**config.mk**
```make
export PLATFORM = sky130hd
export DESIGN_NAME = bsc_ctrl
export DESIGN_NICKNAME = d
export VERILOG_FILES = /design/src/verilog/bsc_ctrl.v /design/src/verilog/bsc_ws_session.v
export VERILOG_INCLUDE_DIRS = /design/src /design/src/verilog
export SDC_FILE = /design/constraint.sdc
export NUM_CORES = 1
export LEC_CHECK = 0
export BUFFER_PORTS_ARGS = -buffer_cell sky130_fd_sc_hd__buf_2
export CELL_PAD_IN_SITES_DETAIL_PLACEMENT = 1
export CELL_PAD_IN_SITES_GLOBAL_PLACEMENT = 1
export CORE_UTILIZATION = 47
export CTS_CLUSTER_DIAMETER = 200
export DETAILED_ROUTE_END_ITERATION = 6
export PLACE_DENSITY_LB_ADDON = 0.2
export SYNTH_ARGS = -nofsm -noshare
export SYNTH_HDL_FRONTEND = slang
export SYNTH_SLANG_ARGS = --single-unit
```
**constraint.sdc**
```tcl
create_clock -name clk -period 4.1 [get_ports clk]
set_input_delay 0.82 -clock clk [delete_from_list [all_inputs] [get_ports clk]]
set_output_delay 0.82 -clock clk [all_outputs]
set_load 0.02 [all_outputs]
```
**src/verilog/bsc_regs.vh**
```
// Purpose: constants for the biometric security-state controller
// Assumes: 40 MHz clock, register index times four is the byte address
// Notes: offsets chosen for this block; no printed map exists
`ifndef BSC_REGS_VH
`define BSC_REGS_VH
`define BSC_REG_CTRL 4'h0
`define BSC_REG_STATUS 4'h1
`define BSC_REG_LOWER_TH 4'h2
`define BSC_REG_UPPER_TH 4'h3
`define BSC_REG_RETRY_INIT 4'h4
`define BSC_REG_RETRY 4'h5
`define BSC_REG_SCORE 4'h6
`define BSC_CTRL_TWO_TH 0
`define BSC_SS_INIT 2'h0
`define BSC_SS_CHAN 2'h1
`define BSC_SS_LVL1 2'h2
`define BSC_SS_LVL2 2'h3
`define BSC_RETRY_RST 4'h3
`define BSC_LOWER_TH_RST 8'h80
`define BSC_UPPER_TH_RST 8'hc0
`define BSC_WS_TIMEOUT_US 100
`define BSC_CLK_MHZ 40
`define BSC_WS_TIMEOUT_CYC (`BSC_WS_TIMEOUT_US * `BSC_CLK_MHZ)
`endif

```
**src/verilog/bsc_ctrl.v**
```verilog
// Purpose: security-state controller for on-card biometric comparison
// Assumes: card commands arrive as one-cycle pulses on the card clock
// Notes: cryptography, matching algorithm and command framing live elsewhere
//
// Notes on behaviour
// - State 0 initial; higher means more privilege
// - Single threshold: grant only if score exceeds
// - No comparison without an active secure channel; a close mid-comparison does not abort it, and a pass still raises the state
// - Secure channel moves state 0 to 1
// - Single threshold grant raises state one step
// - Failed verify reports error, returns to 0
// - Failure decrements retries by one; zero blocks
// - Two thresholds: at or below lower denies
// - Between thresholds grants level 1 only
// - Above upper threshold grants level 2
// - Any security error returns to state 0
// - Per-application thresholds and retry counters
// - Application select resets security state
// - Failure decrements only selected application's counter
// - Counter at zero blocks that application
// - Success restores the selected application's counter
// - Broken work-sharing sequence returns to ready
// - Comparison pauses for work-sharing result
`timescale 1ns/1ps
`include "bsc_regs.vh"
module bsc_ctrl #(
    parameter NUM_APPS = 4,
    parameter APP_W = 2,
    parameter SCORE_W = 8,
    parameter RETRY_W = 4
) (
    input wire clk,
    input wire rst_n,
    input wire ce,
    input wire [3:0] reg_addr,
    input wire [31:0] reg_wdata,
    input wire reg_wr,
    input wire reg_rd,
    input wire cmd_select,
    input wire [APP_W-1:0] cmd_app,
    input wire cmd_chan_open,
    input wire cmd_chan_close,
    input wire cmd_verify,
    input wire cmd_sec_error,
    input wire cmp_ws_start,
    input wire cmd_get_data,
    input wire cmd_put_result,
    input wire cmd_reject,
    input wire cmp_done,
    input wire [SCORE_W-1:0] cmp_score,
    output reg [31:0] reg_rdata_ff,
    output reg [1:0] sec_state_ff,
    output reg cmp_start_ff,
    output reg verify_ok_ff,
    output reg verify_fail_ff,
    output reg verify_refused_ff,
    output reg app_blocked_ff,
    output reg ws_busy_ff,
    output reg ws_abort_ff
);
    localparam V_IDLE = 2'd0;
    localparam V_CMP = 2'd1;
    localparam V_WS = 2'd2;

    reg two_th_ff;
    reg chan_ff;
    reg [APP_W-1:0] app_ff;
    reg [1:0] vst_ff;
    reg [1:0] nxt_vst;
    reg [SCORE_W-1:0] last_score_ff;
    reg [SCORE_W-1:0] lower_th_ff [0:NUM_APPS-1];
    reg [SCORE_W-1:0] upper_th_ff [0:NUM_APPS-1];
    reg [RETRY_W-1:0] retry_init_ff [0:NUM_APPS-1];
    reg [RETRY_W-1:0] retry_ff [0:NUM_APPS-1];
    wire ws_busy_w;
    wire ws_waiting_w;
    wire ws_done_w;
    wire ws_abort_w;
    wire [SCORE_W-1:0] cur_lower;
    wire [SCORE_W-1:0] cur_upper;
    wire cur_blocked;
    wire pass_lower;
    wire pass_upper;
    wire grant;
    wire fail;
    wire sec_err;
    wire verify_go;
    wire verify_refuse;
    wire foreign_cmd;

    assign cur_lower = lower_th_ff[app_ff];
    assign cur_upper = upper_th_ff[app_ff];
    assign cur_blocked = (retry_ff[app_ff] == {RETRY_W{1'b0}});
    // Strict comparisons: an equal score is a miss
    assign pass_lower = (cmp_score > cur_lower);
    assign pass_upper = (cmp_score > cur_upper);
    assign grant = (vst_ff == V_CMP) && cmp_done && pass_lower;
    assign fail = (vst_ff == V_CMP) && cmp_done && !pass_lower;
    // Channel must be open and in use, and the app not blocked
    assign verify_go = cmd_verify && (vst_ff == V_IDLE) && chan_ff &&
        (sec_state_ff == `BSC_SS_CHAN) && !cur_blocked;
    assign verify_refuse = cmd_verify && !verify_go;
    // A work-sharing abort is also a security error
    assign sec_err = cmd_sec_error || fail || ws_abort_w;
    assign foreign_cmd = cmd_select || cmd_verify || cmd_chan_open;

    bsc_ws_session u_ws (
        .clk(clk),
        .rst_n(rst_n),
        .ce(ce),
        .ws_start(cmp_ws_start && (vst_ff == V_CMP)),
        .ws_get_data(cmd_get_data),
        .ws_put_result(cmd_put_result),
        .ws_reject(cmd_reject),
        .other_cmd(foreign_cmd),
        .ws_busy_ff(ws_busy_w),
        .ws_waiting_ff(ws_waiting_w),
        .ws_done_ff(ws_done_w),
        .ws_abort_ff(ws_abort_w)
    );

    // Verify sequencer: idle, comparing, paused for work-sharing
    always @* begin
        nxt_vst = vst_ff;
        case (vst_ff)
            V_IDLE: begin
                if (verify_go) begin
                    nxt_vst = V_CMP;
                end
            end
            V_CMP: begin
                if (cmd_select || cmd_sec_error) begin
                    nxt_vst = V_IDLE;
                end else if (cmp_done) begin
                    nxt_vst = V_IDLE;
                end else if (cmp_ws_start) begin
                    nxt_vst = V_WS;
                end
            end
            V_WS: begin
                if (ws_abort_w || cmd_select || cmd_sec_error) begin
                    nxt_vst = V_IDLE;
                end else if (ws_done_w) begin
                    nxt_vst = V_CMP;
                end
            end
            default: begin
                nxt_vst = V_IDLE;
            end
        endcase
    end

    // Security state, channel and selection
    always @(posedge clk or negedge rst_n) begin
        if (!rst_n) begin
            sec_state_ff <= `BSC_SS_INIT;
            chan_ff <= 1'b0;
            app_ff <= {APP_W{1'b0}};
            vst_ff <= V_IDLE;
            last_score_ff <= {SCORE_W{1'b0}};
        end else if (ce) begin
            vst_ff <= nxt_vst;
            if (cmd_select) begin
                app_ff <= cmd_app;
                sec_state_ff <= `BSC_SS_INIT;
                chan_ff <= 1'b0;
            end else if (sec_err) begin
                sec_state_ff <= `BSC_SS_INIT;
                chan_ff <= 1'b0;
            end else if (cmd_chan_close) begin
                sec_state_ff <= `BSC_SS_INIT;
                chan_ff <= 1'b0;
            end else if (grant) begin
                if (!two_th_ff || !pass_upper) begin
                    sec_state_ff <= `BSC_SS_LVL1;
                end else begin
                    sec_state_ff <= `BSC_SS_LVL2;
                end
            end else if (cmd_chan_open && sec_state_ff == `BSC_SS_INIT) begin
                sec_state_ff <= `BSC_SS_CHAN;
                chan_ff <= 1'b1;
            end
            if (vst_ff == V_CMP && cmp_done) begin
                last_score_ff <= cmp_score;
            end
        end
    end

    // Per-application thresholds and retry counters
    genvar gi;
    generate
        for (gi = 0; gi < NUM_APPS; gi = gi + 1) begin : g_app
            localparam [APP_W-1:0] APP_IDX = gi;
            wire sel;
            assign sel = (app_ff == APP_IDX);
            always @(posedge clk or negedge rst_n) begin
                if (!rst_n) begin
                    lower_th_ff[gi] <= `BSC_LOWER_TH_RST;
                    upper_th_ff[gi] <= `BSC_UPPER_TH_RST;
                    retry_init_ff[gi] <= `BSC_RETRY_RST;
                    retry_ff[gi] <= `BSC_RETRY_RST;
                end else if (ce) begin
                    // Software reaches only the selected app's settings
                    if (reg_wr && sel) begin
                        if (reg_addr == `BSC_REG_LOWER_TH) begin
                            lower_th_ff[gi] <= reg_wdata[SCORE_W-1:0];
                        end
                        if (reg_addr == `BSC_REG_UPPER_TH) begin
                            upper_th_ff[gi] <= reg_wdata[SCORE_W-1:0];
                        end
                        if (reg_addr == `BSC_REG_RETRY_INIT) begin
                            retry_init_ff[gi] <= reg_wdata[RETRY_W-1:0];
                            retry_ff[gi] <= reg_wdata[RETRY_W-1:0];
                        end
                    end
                    if (sel && grant) begin
                        retry_ff[gi] <= retry_init_ff[gi];
                    end else if (sel && fail && retry_ff[gi] != {RETRY_W{1'b0}}) begin
                        retry_ff[gi] <= retry_ff[gi] - 1'b1;
                    end
                end
            end
        end
    endgenerate

    // Event pulses and status outputs
    always @(posedge clk or negedge rst_n) begin
        if (!rst_n) begin
            cmp_start_ff <= 1'b0;
            verify_ok_ff <= 1'b0;
            verify_fail_ff <= 1'b0;
            verify_refused_ff <= 1'b0;
            app_blocked_ff <= 1'b0;
            ws_busy_ff <= 1'b0;
            ws_abort_ff <= 1'b0;
        end else if (ce) begin
            cmp_start_ff <= verify_go;
            verify_ok_ff <= grant;
            verify_fail_ff <= fail;
            verify_refused_ff <= verify_refuse;
            app_blocked_ff <= cur_blocked;
            ws_busy_ff <= ws_busy_w;
            ws_abort_ff <= ws_abort_w;
        end
    end

    // Register port: control write and one-cycle read data
    always @(posedge clk or negedge rst_n) begin
        if (!rst_n) begin
            two_th_ff <= 1'b0;
            reg_rdata_ff <= 32'h0000_0000;
        end else if (ce) begin
            if (reg_wr && reg_addr == `BSC_REG_CTRL) begin
                two_th_ff <= reg_wdata[`BSC_CTRL_TWO_TH];
            end
            if (reg_rd) begin
                case (reg_addr)
                    `BSC_REG_CTRL: reg_rdata_ff <= {31'h0, two_th_ff};
                    `BSC_REG_STATUS: reg_rdata_ff <= {16'h0, {(8-APP_W){1'b0}}, app_ff,
                        2'b00, ws_waiting_w, ws_busy_w, cur_blocked, chan_ff,
                        sec_state_ff};
                    `BSC_REG_LOWER_TH: reg_rdata_ff <= {{(32-SCORE_W){1'b0}}, cur_lower};
                    `BSC_REG_UPPER_TH: reg_rdata_ff <= {{(32-SCORE_W){1'b0}}, cur_upper};
                    `BSC_REG_RETRY_INIT: reg_rdata_ff <=
                        {{(32-RETRY_W){1'b0}}, retry_init_ff[app_ff]};
                    `BSC_REG_RETRY: reg_rdata_ff <= {{(32-RETRY_W){1'b0}}, retry_ff[app_ff]};
                    `BSC_REG_SCORE: reg_rdata_ff <= {{(32-SCORE_W){1'b0}}, last_score_ff};
                    default: reg_rdata_ff <= 32'h0000_0000;
                endcase
            end else begin
                reg_rdata_ff <= 32'h0000_0000;
            end
        end
    end
endmodule

```
**src/verilog/bsc_ws_session.v**
```verilog
// Purpose: work-sharing request session sequencer
// Assumes: command strobes are one-cycle pulses from same-clock logic
// Notes: a reject, a select, verify or channel-open command, or a timeout drops the session back to ready
`timescale 1ns/1ps
`include "bsc_regs.vh"
module bsc_ws_session #(
    parameter TIMEOUT_CYC = `BSC_WS_TIMEOUT_CYC
) (
    input wire clk,
    input wire rst_n,
    input wire ce,
    input wire ws_start,
    input wire ws_get_data,
    input wire ws_put_result,
    input wire ws_reject,
    input wire other_cmd,
    output reg ws_busy_ff,
    output reg ws_waiting_ff,
    output reg ws_done_ff,
    output reg ws_abort_ff
);
    localparam S_READY = 2'd0;
    localparam S_REQ = 2'd1;
    localparam S_WAIT_RES = 2'd2;
    localparam [15:0] TMO_LIM = TIMEOUT_CYC;
    reg [1:0] state_ff;
    reg [1:0] nxt_state;
    reg [15:0] tmo_ff;
    reg [15:0] nxt_tmo;
    reg nxt_done;
    reg nxt_abort;

    // Session steps: request out, GET DATA, result back
    always @* begin
        nxt_state = state_ff;
        nxt_tmo = tmo_ff;
        nxt_done = 1'b0;
        nxt_abort = 1'b0;
        case (state_ff)
            S_READY: begin
                nxt_tmo = 16'h0000;
                if (ws_start) begin
                    nxt_state = S_REQ;
                end
            end
            S_REQ: begin
                nxt_tmo = tmo_ff + 16'h0001;
                if (ws_reject || other_cmd || tmo_ff == TMO_LIM) begin
                    nxt_state = S_READY;
                    nxt_abort = 1'b1;
                end else if (ws_get_data) begin
                    nxt_state = S_WAIT_RES;
                    nxt_tmo = 16'h0000;
                end
            end
            S_WAIT_RES: begin
                nxt_tmo = tmo_ff + 16'h0001;
                if (ws_reject || other_cmd || tmo_ff == TMO_LIM) begin
                    nxt_state = S_READY;
                    nxt_abort = 1'b1;
                end else if (ws_put_result) begin
                    nxt_state = S_READY;
                    nxt_done = 1'b1;
                end
            end
            default: begin
                nxt_state = S_READY;
            end
        endcase
    end

    // Registered state and pulses
    always @(posedge clk or negedge rst_n) begin
        if (!rst_n) begin
            state_ff <= S_READY;
            tmo_ff <= 16'h0000;
            ws_busy_ff <= 1'b0;
            ws_waiting_ff <= 1'b0;
            ws_done_ff <= 1'b0;
            ws_abort_ff <= 1'b0;
        end else if (ce) begin
            state_ff <= nxt_state;
            tmo_ff <= nxt_tmo;
            ws_busy_ff <= (nxt_state != S_READY);
            ws_waiting_ff <= (nxt_state == S_WAIT_RES);
            ws_done_ff <= nxt_done;
            ws_abort_ff <= nxt_abort;
        end
    end
endmodule
```
* Word-level counts from Yosys, hierarchy flattened
Cells that the tools add are included.
** Word-level totals
- RAM bits :: 0
- Bits in read-only memories :: 0
- Memories kept :: 0
- Latch bits :: 0
- Bits in registers :: 173
** Cells by class
- Add/sub/neg operators :: 5
- $lt $le $gt $ge :: 3
- Muxes and demuxes :: 59
- Bitwise gates (word level) :: 1
- Equality and inequality tests :: 20
- Shifts and indexed selects :: 0
- Reductions and logical operators :: 88
- Multiply operators :: 0
- Div/mod/pow operators :: 0
** Operators by type and width (number)
- $pmux W10 S7 :: 1
- $mux W4 :: 17
- $reduce_and A3 Y1 :: 17
- $pmux W16 S3 :: 1
- $bmux W8 S2 :: 2
- $mux W16 :: 2
- $mux W2 :: 16
- $mux W32 :: 1
- $mux W8 :: 4
- $logic_and A1 B1 Y1 :: 27
- $reduce_bool A3 Y1 :: 9
- $reduce_bool A4 Y1 :: 5
- $add A16 B1 Y16 const B :: 1
- $bmux W4 S2 :: 2
- $eq A16 B12 Y1 const B :: 1
- $gt A8 B8 Y1 :: 2
- $sub A4 B1 Y4 const B :: 4
- $eq A4 B3 Y1 const B :: 3
- $pmux W2 S3 :: 2
- $mux W1 :: 11
- $eq A2 B2 Y1 const B :: 5
- $logic_or A1 B1 Y1 :: 10
- $reduce_and A2 Y1 :: 5
- $eq A2 B1 Y1 const B :: 4
- 14 further kinds :: 24

* Depth between registers and ports, before layout
- Depth in word-level cells :: 12
- Mapped depth :: 13

* Hierarchy
Synthesis repeated with hierarchy kept, for this count alone.
** Unflattened totals
- Cell total of the unflattened synthesis :: 797
- Area total of the unflattened synthesis :: 8653.3 um^2
** By module, submodules not included
- bsc_ctrl :: area each 7300.8 um^2, seq. area each 3263.1 um^2, cells each 657, times used 1
- bsc_ws_session :: area each 1352.5 um^2, seq. area each 550.5 um^2, cells each 140, times used 1

* Worst setup path before layout
Ideal clock, no wire load.
- Kind :: flip-flop to flip-flop
- From :: register app_ff[0]
- To :: register retry_ff[14] (netlist name)
- Path slack :: 0.858 ns
- Clock period less this slack :: 3.242 ns
- Path buffers :: 3
- Arrival time :: 3.117 ns
- Cell stages (with the launch flop) :: 13
- Data required time :: 3.975 ns
- Cell sequence :: dfrtp_1 -> buf_2 -> buf_2 -> buf_4 -> mux4_2 -> inv_1 -> ha_1 -> and4_1 -> nand4_1 -> o31a_1 -> nand2_1 -> a221oi_4 -> mux2_2
** On the way
- Cells in the longest elaborated chain, start to end :: 11
** RTL lines
- start: declaration :: RTL line bsc_ctrl.v:67 : reg [APP_W-1:0] app_ff;
- start signal: assignment :: RTL line bsc_ctrl.v:158 : app_ff <= {APP_W{1'b0}};
- start signal: assignment :: RTL line bsc_ctrl.v:164 : app_ff <= cmd_app;
- $not A2 Y3 (not written as such) :: RTL line bsc_ctrl.v:91 : assign cur_lower = lower_th_ff[app_ff];
- $bmux W8 S2 :: RTL line bsc_ctrl.v:91
- $mux W8 (not written as such) (2 in a row) :: RTL line bsc_ctrl.v:91
- $gt A8 B8 Y1 :: RTL line bsc_ctrl.v:95 : assign pass_lower = (cmp_score > cur_lower);
- $logic_not A1 Y1 :: RTL line bsc_ctrl.v:98 : assign fail = (vst_ff == V_CMP) && cmp_done && !pass_lower;
- $logic_and A1 B1 Y1 :: RTL line bsc_ctrl.v:98
- $logic_and A1 B1 Y1 (2 in a row) :: RTL line bsc_ctrl.v:218 : end else if (sel && fail && retry_ff[gi] != {RETRY_W{1'b0}}) begin
- $reduce_bool A3 Y1 (no source line) / $mux W4 (equally long branches)
- $reduce_and A3 Y1 (no source line) / $mux W4 (equally long branches)
- end signal: indexed assignment :: RTL line bsc_ctrl.v:213 : retry_ff[gi] <= reg_wdata[RETRY_W-1:0];
- end signal: indexed assignment :: RTL line bsc_ctrl.v:217 : retry_ff[gi] <= retry_init_ff[gi];
- end signal: indexed assignment :: RTL line bsc_ctrl.v:219 : retry_ff[gi] <= retry_ff[gi] - 1'b1;
- end: declaration :: RTL line bsc_ctrl.v:74 : reg [RETRY_W-1:0] retry_ff [0:NUM_APPS-1];
Parallel ways exist; a longest one is shown, timed or not. The select of a mux whose other input is x is not followed.
A chain may end at the register's enable or synchronous reset.

* Worst setup path after layout
- From :: register app_ff[0]
- To :: register sec_state_ff[0]
** On the way
- Cells in the longest elaborated chain, start to end :: 12
** RTL lines
- $not A2 Y3 (not written as such) * :: RTL line bsc_ctrl.v:91, bsc_ctrl.v:92
- $bmux W8 S2 :: RTL line bsc_ctrl.v:92 : assign cur_upper = upper_th_ff[app_ff];
- $mux W8 (not written as such) (2 in a row) :: RTL line bsc_ctrl.v:92
- $gt A8 B8 Y1 :: RTL line bsc_ctrl.v:96 : assign pass_upper = (cmp_score > cur_upper);
- $logic_not A1 Y1 :: RTL line bsc_ctrl.v:174 : if (!two_th_ff || !pass_upper) begin
- $logic_or A1 B1 Y1 :: RTL line bsc_ctrl.v:174
- $mux W1 :: RTL line bsc_ctrl.v:174
- $mux W2 :: RTL line bsc_ctrl.v:173 : end else if (grant) begin
- $mux W2 :: RTL line bsc_ctrl.v:170 : end else if (cmd_chan_close) begin
- $mux W2 :: RTL line bsc_ctrl.v:167 : end else if (sec_err) begin
- $mux W2 :: RTL line bsc_ctrl.v:163 : if (cmd_select) begin
- end signal: assignment :: RTL line bsc_ctrl.v:165 : sec_state_ff <= `BSC_SS_INIT;
- end signal: assignment :: RTL line bsc_ctrl.v:168 : sec_state_ff <= `BSC_SS_INIT;
- end signal: assignment :: RTL line bsc_ctrl.v:171 : sec_state_ff <= `BSC_SS_INIT;
- end: declaration :: RTL line bsc_ctrl.v:52 : output reg [1:0] sec_state_ff,
Every way passes the cells marked *; elsewhere a longest branch is shown, timed or not. The select of a mux whose other input is x is not followed.

==> impl_summary.txt <==
----------------------------------------------------
[Timing]
  Number of setup violations in the final report ... 0
  Maximum clock frequency ... 257.6 MHz
  Unrepaired setup endpoints after global routing ... no
  Tightest Pin Transition ... 1.061 ns
  Final total negative setup slack ... 0 ns
  Final-report max-slew violation count ... 0
  Min Clock Period, post-route ... 3.883 ns
  Final worst setup slack ... 0.2173 ns
  Final hold violation count ... 0
  Final cycle utilization of the critical path ... 94.70%
  Largest clock skew in the final design ... 0.01054 ns
  Worst Hold Margin ... 0.4376 ns
  Worst-case headroom to the max-slew limit ... 28.69%

[Synthesis]
  Largest family of logic cells by synthesized area ... multiplexers
  Number of enable-type register cells in the synthesized netlist ... 0
  Synth area leader ... sky130_fd_sc_hd__dfrtp_1
  Cell types with the largest area share after synthesis ... sky130_fd_sc_hd__dfrtp_1 35%, sky130_fd_sc_hd__mux2_2 13%, sky130_fd_sc_hd__dfstp_2 8.4%, sky130_fd_sc_hd__mux4_2 6.1%, sky130_fd_sc_hd__ha_1 3.7%
  Synth Warn # ... 0
  Area fraction in and, or, nand and nor cells after synthesis ... 13.72%
  Register bit count reported by yosys ... 151
  Area share of the leading cell type in the synthesized netlist ... 35.01%
  Post-synthesis compound-gate area fraction ... 13.52%
  Mean area per synthesized cell ... 11.02 sq um
  Multiplexer share of the synthesized area ... 19.43%
  Proportion of synthesized chip area in sequential cells ... 43.38%
  Most used flip-flop cell after synthesis ... sky130_fd_sc_hd__dfrtp_1
  Cell area after technology mapping ... 8792 sq um
  Fraction of the mapped netlist area in adder cells ... 3.700%
  Cells after synthesis ... 798
  XOR/XNOR Fraction of Synth Area ... 0.2988%
  Most frequent cell after synthesis ... sky130_fd_sc_hd__dfrtp_1
  FFs w/ async S/R, synth ... 100.0%
  Most common library cells after synthesis ... 123 x sky130_fd_sc_hd__dfrtp_1, 101 x sky130_fd_sc_hd__mux2_2, 51 x sky130_fd_sc_hd__nand2_1
  Number of different library cells in the post-synthesis netlist ... 74

[Layout]
  Finished layout cell area ... 9819 sq um
  Layout overhead on the synthesized area ... 11.68%
  FF/Latch Area ... 3815 sq um
  Fraction of layout cells with a size suffix above 1 ... 32.33%
  Count of fill cells added during filler insertion ... 1962
  Count of nets after finishing ... 934
  Diodes inserted ... 0
  Area of combinational cells with multiple inputs ... 4537 sq um

[Detailed routing]
  DR DRC count ... 19
  Antenna-violating nets left ... 0
  Via count ... 6985
  Number of iterations in the first detailed-routing pass ... 7
  Routed met1 length ... 10.86 mm
  Avg Vias per Cell ... 6.414
  Detailed router's first-iteration violation count ... 524
  Final routed wire length divided by cell count ... 24.17 microns
  Wire length on met2 ... 12.83 mm
  Routed met3 length ... 1.730 mm
  Sum of routed wire length over all layers ... 26.32 mm
  Top metal layer carrying routed signals ... met4

[Floorplan]
  Core Rows ... 49
  Area of the die ... 19260 sq um
  Core area ... 18150 sq um
  Height of the die ... 138.8 microns
  DIE WIDTH ... 138.8 microns
  Initial core utilization ... 48.45%
  Top Ports ... 102

[Placement]
  Detail Placement HPWL ... 18.59 mm
  Final GP Congestion ... 0.8517
  Pre-CTS setup slack ... 0.2546 ns
  Area after DPL ... 9205 sq um
  Total of buffers placed on input and output ports ... 55

[Setup path]
  Launching element type of the critical path ... flip-flop
  Critical path endpoint category ... flip-flop
  Data required time of the worst path ... 4.42 ns
  Signal arrival time at the worst endpoint ... 4.20 ns
  Setup Crit Path Kind ... reg2reg
  Highest fanout seen on the critical path ... 18

[CTS]
  Buffer type at the clock tree root ... sky130_fd_sc_hd__clkbuf_16
  Clock Pin Slew Worst Setup and Hold Paths ... 0.07 ns
  Number of post-CTS setup repair buffers ... 0
  Deepest clock path buffer count ... 2
  Number of hold buffers added after cts ... 0
  Clock sink count ... 151
  Number of H-tree levels ... 4
  Resize count post-CTS ... 0
  Num CTS Buffers ... 17
  Later-pin clock latency in the skew report ... 0.43 ns
  Clock tree from TritonCTS ... yes

[GRT]
  Antenna violations before repair ... 0
  Global-route wire length before repair ... 42.40 mm
  Via count of the first global-routing pass ... 7511
  Largest net degree at the start of global routing ... 90
  Global Route Usage Sum ... 28.67%
  Remaining global-route overflow ... 0

[Worst hold path]
  Type of the worst min-delay path ... in2async

[Job]
  MaxCap Viol Count ... 0

[Pwr]
  Total power density per cell area ... 449.0 nW/um^2
  Final Power ... 0.004409 W
  VDD IR max ... 347.9 uV
  LEAKAGE ... 4.318 nW

[Run status]
  Outcome ... complete, but fails checks
  Violations in the final reports ... DRC

----------------------------------------------------
==> metal layers <==
metal  vias to the layer above  track usage (%)
li1                       3043                -
met3                        69            7.251
met1                      3600            36.02
met5                         -                0
met4                         0            11.52
met2                       273            47.40
==> state kept, by name, indices dropped and copies added (netlist names), 2 cells and up <==
name / flops
lower_th_ff: 32
vst_ff: 2
sec_state_ff: 2
retry_init_ff: 16
u_ws.state_ff: 2
app_ff: 2
retry_ff: 16
upper_th_ff: 32
last_score_ff: 8
reg_rdata_ff: 10
u_ws.tmo_ff: 16
==> metrics by stage <==
stage / std cells / utilization (%)
after floorplan: 819 / -
after global placement: 1057 / 50.72
after detailed placement: 1057 / 50.72
after CTS: 1089 / 54.11
after global routing: 1089 / 54.11
final: 1089 / 54.11
==> worst max-delay path, stage by stage, from the launching register on <==
cell,delay (ns)
sky130_fd_sc_hd__dfrtp_2,0.81
sky130_fd_sc_hd__mux4_2,0.64
sky130_fd_sc_hd__inv_1,0.08
sky130_fd_sc_hd__ha_1,0.16
sky130_fd_sc_hd__o21ai_0,0.08
sky130_fd_sc_hd__nor2_1,0.22
sky130_fd_sc_hd__and4bb_1,0.39
sky130_fd_sc_hd__nor2_1,0.72
sky130_fd_sc_hd__o311ai_0,0.33
sky130_fd_sc_hd__a221oi_1,0.32
==> cell usage in the layout (no fill, tap or decap), types with 22 or more instances in the layout <==
master,n
sky130_fd_sc_hd__a21oi_1,30
sky130_fd_sc_hd__buf_2,54
sky130_fd_sc_hd__conb_1,22
sky130_fd_sc_hd__dfrtp_1,122
sky130_fd_sc_hd__dfstp_2,28
sky130_fd_sc_hd__ha_1,26
sky130_fd_sc_hd__inv_1,43
sky130_fd_sc_hd__mux2_2,101
sky130_fd_sc_hd__mux4_2,24
sky130_fd_sc_hd__nand2_1,51
sky130_fd_sc_hd__nor2_1,29
sky130_fd_sc_hd__o21ai_0,40
==> logic make-up (layout without fill, tap and decap cells) <==
logic type / after synthesis / in the layout
adders and majority gates: 26 / 26
AOI/OAI and AO/OA: 171 / 171
DFF: 151 / 151
xor gates and xnor gates: 3 / 3
other: 1 / 22
muxes: 128 / 128
buffers and inverters: 106 / 147
and+or+nand+nor: 212 / 212
==> area by class of cell <==
class | instances | share of cell area, %
multi-input combinational | 562 | 46.20
sequential | 151 | 38.85
clock buffer | 18 | 4.472
timing repair buffer | 71 | 4.090
tap | 229 | 2.918
clock inverter | 14 | 1.784
inverter | 44 | 1.682
==> where the power goes <==
part           leakage [nW]  switching, W  total, W  internal (W)
Combinational          2.06      0.000553  0.000941      0.000388
Clock                 0.298      0.000732   0.00163      0.000893
Sequential             1.96      0.000166   0.00184       0.00168
Total                  4.32       0.00145   0.00441       0.00296
==> path summary, 6_finish.rpt <==
path | end | startpoint | cells after the start | slack, ns
hold reg to reg | reg_rdata_ff[5] | reg_rdata_ff[5] | 1 | 0.48
setup reg to reg | sec_state_ff[0] | app_ff[0] | 9 | 0.22
max in group asynchronous | upper_th_ff[22] | rst_n | 2 | 2.75
min in group clk | reg_rdata_ff[5] | reg_rdata_ff[5] | 1 | 0.48
hold / removal | u_ws.tmo_ff[5] | rst_n | 1 | 0.44
setup / recovery | sec_state_ff[0] | app_ff[0] | 9 | 0.22
No activity file was read; power rests on OpenSTA's default activity.
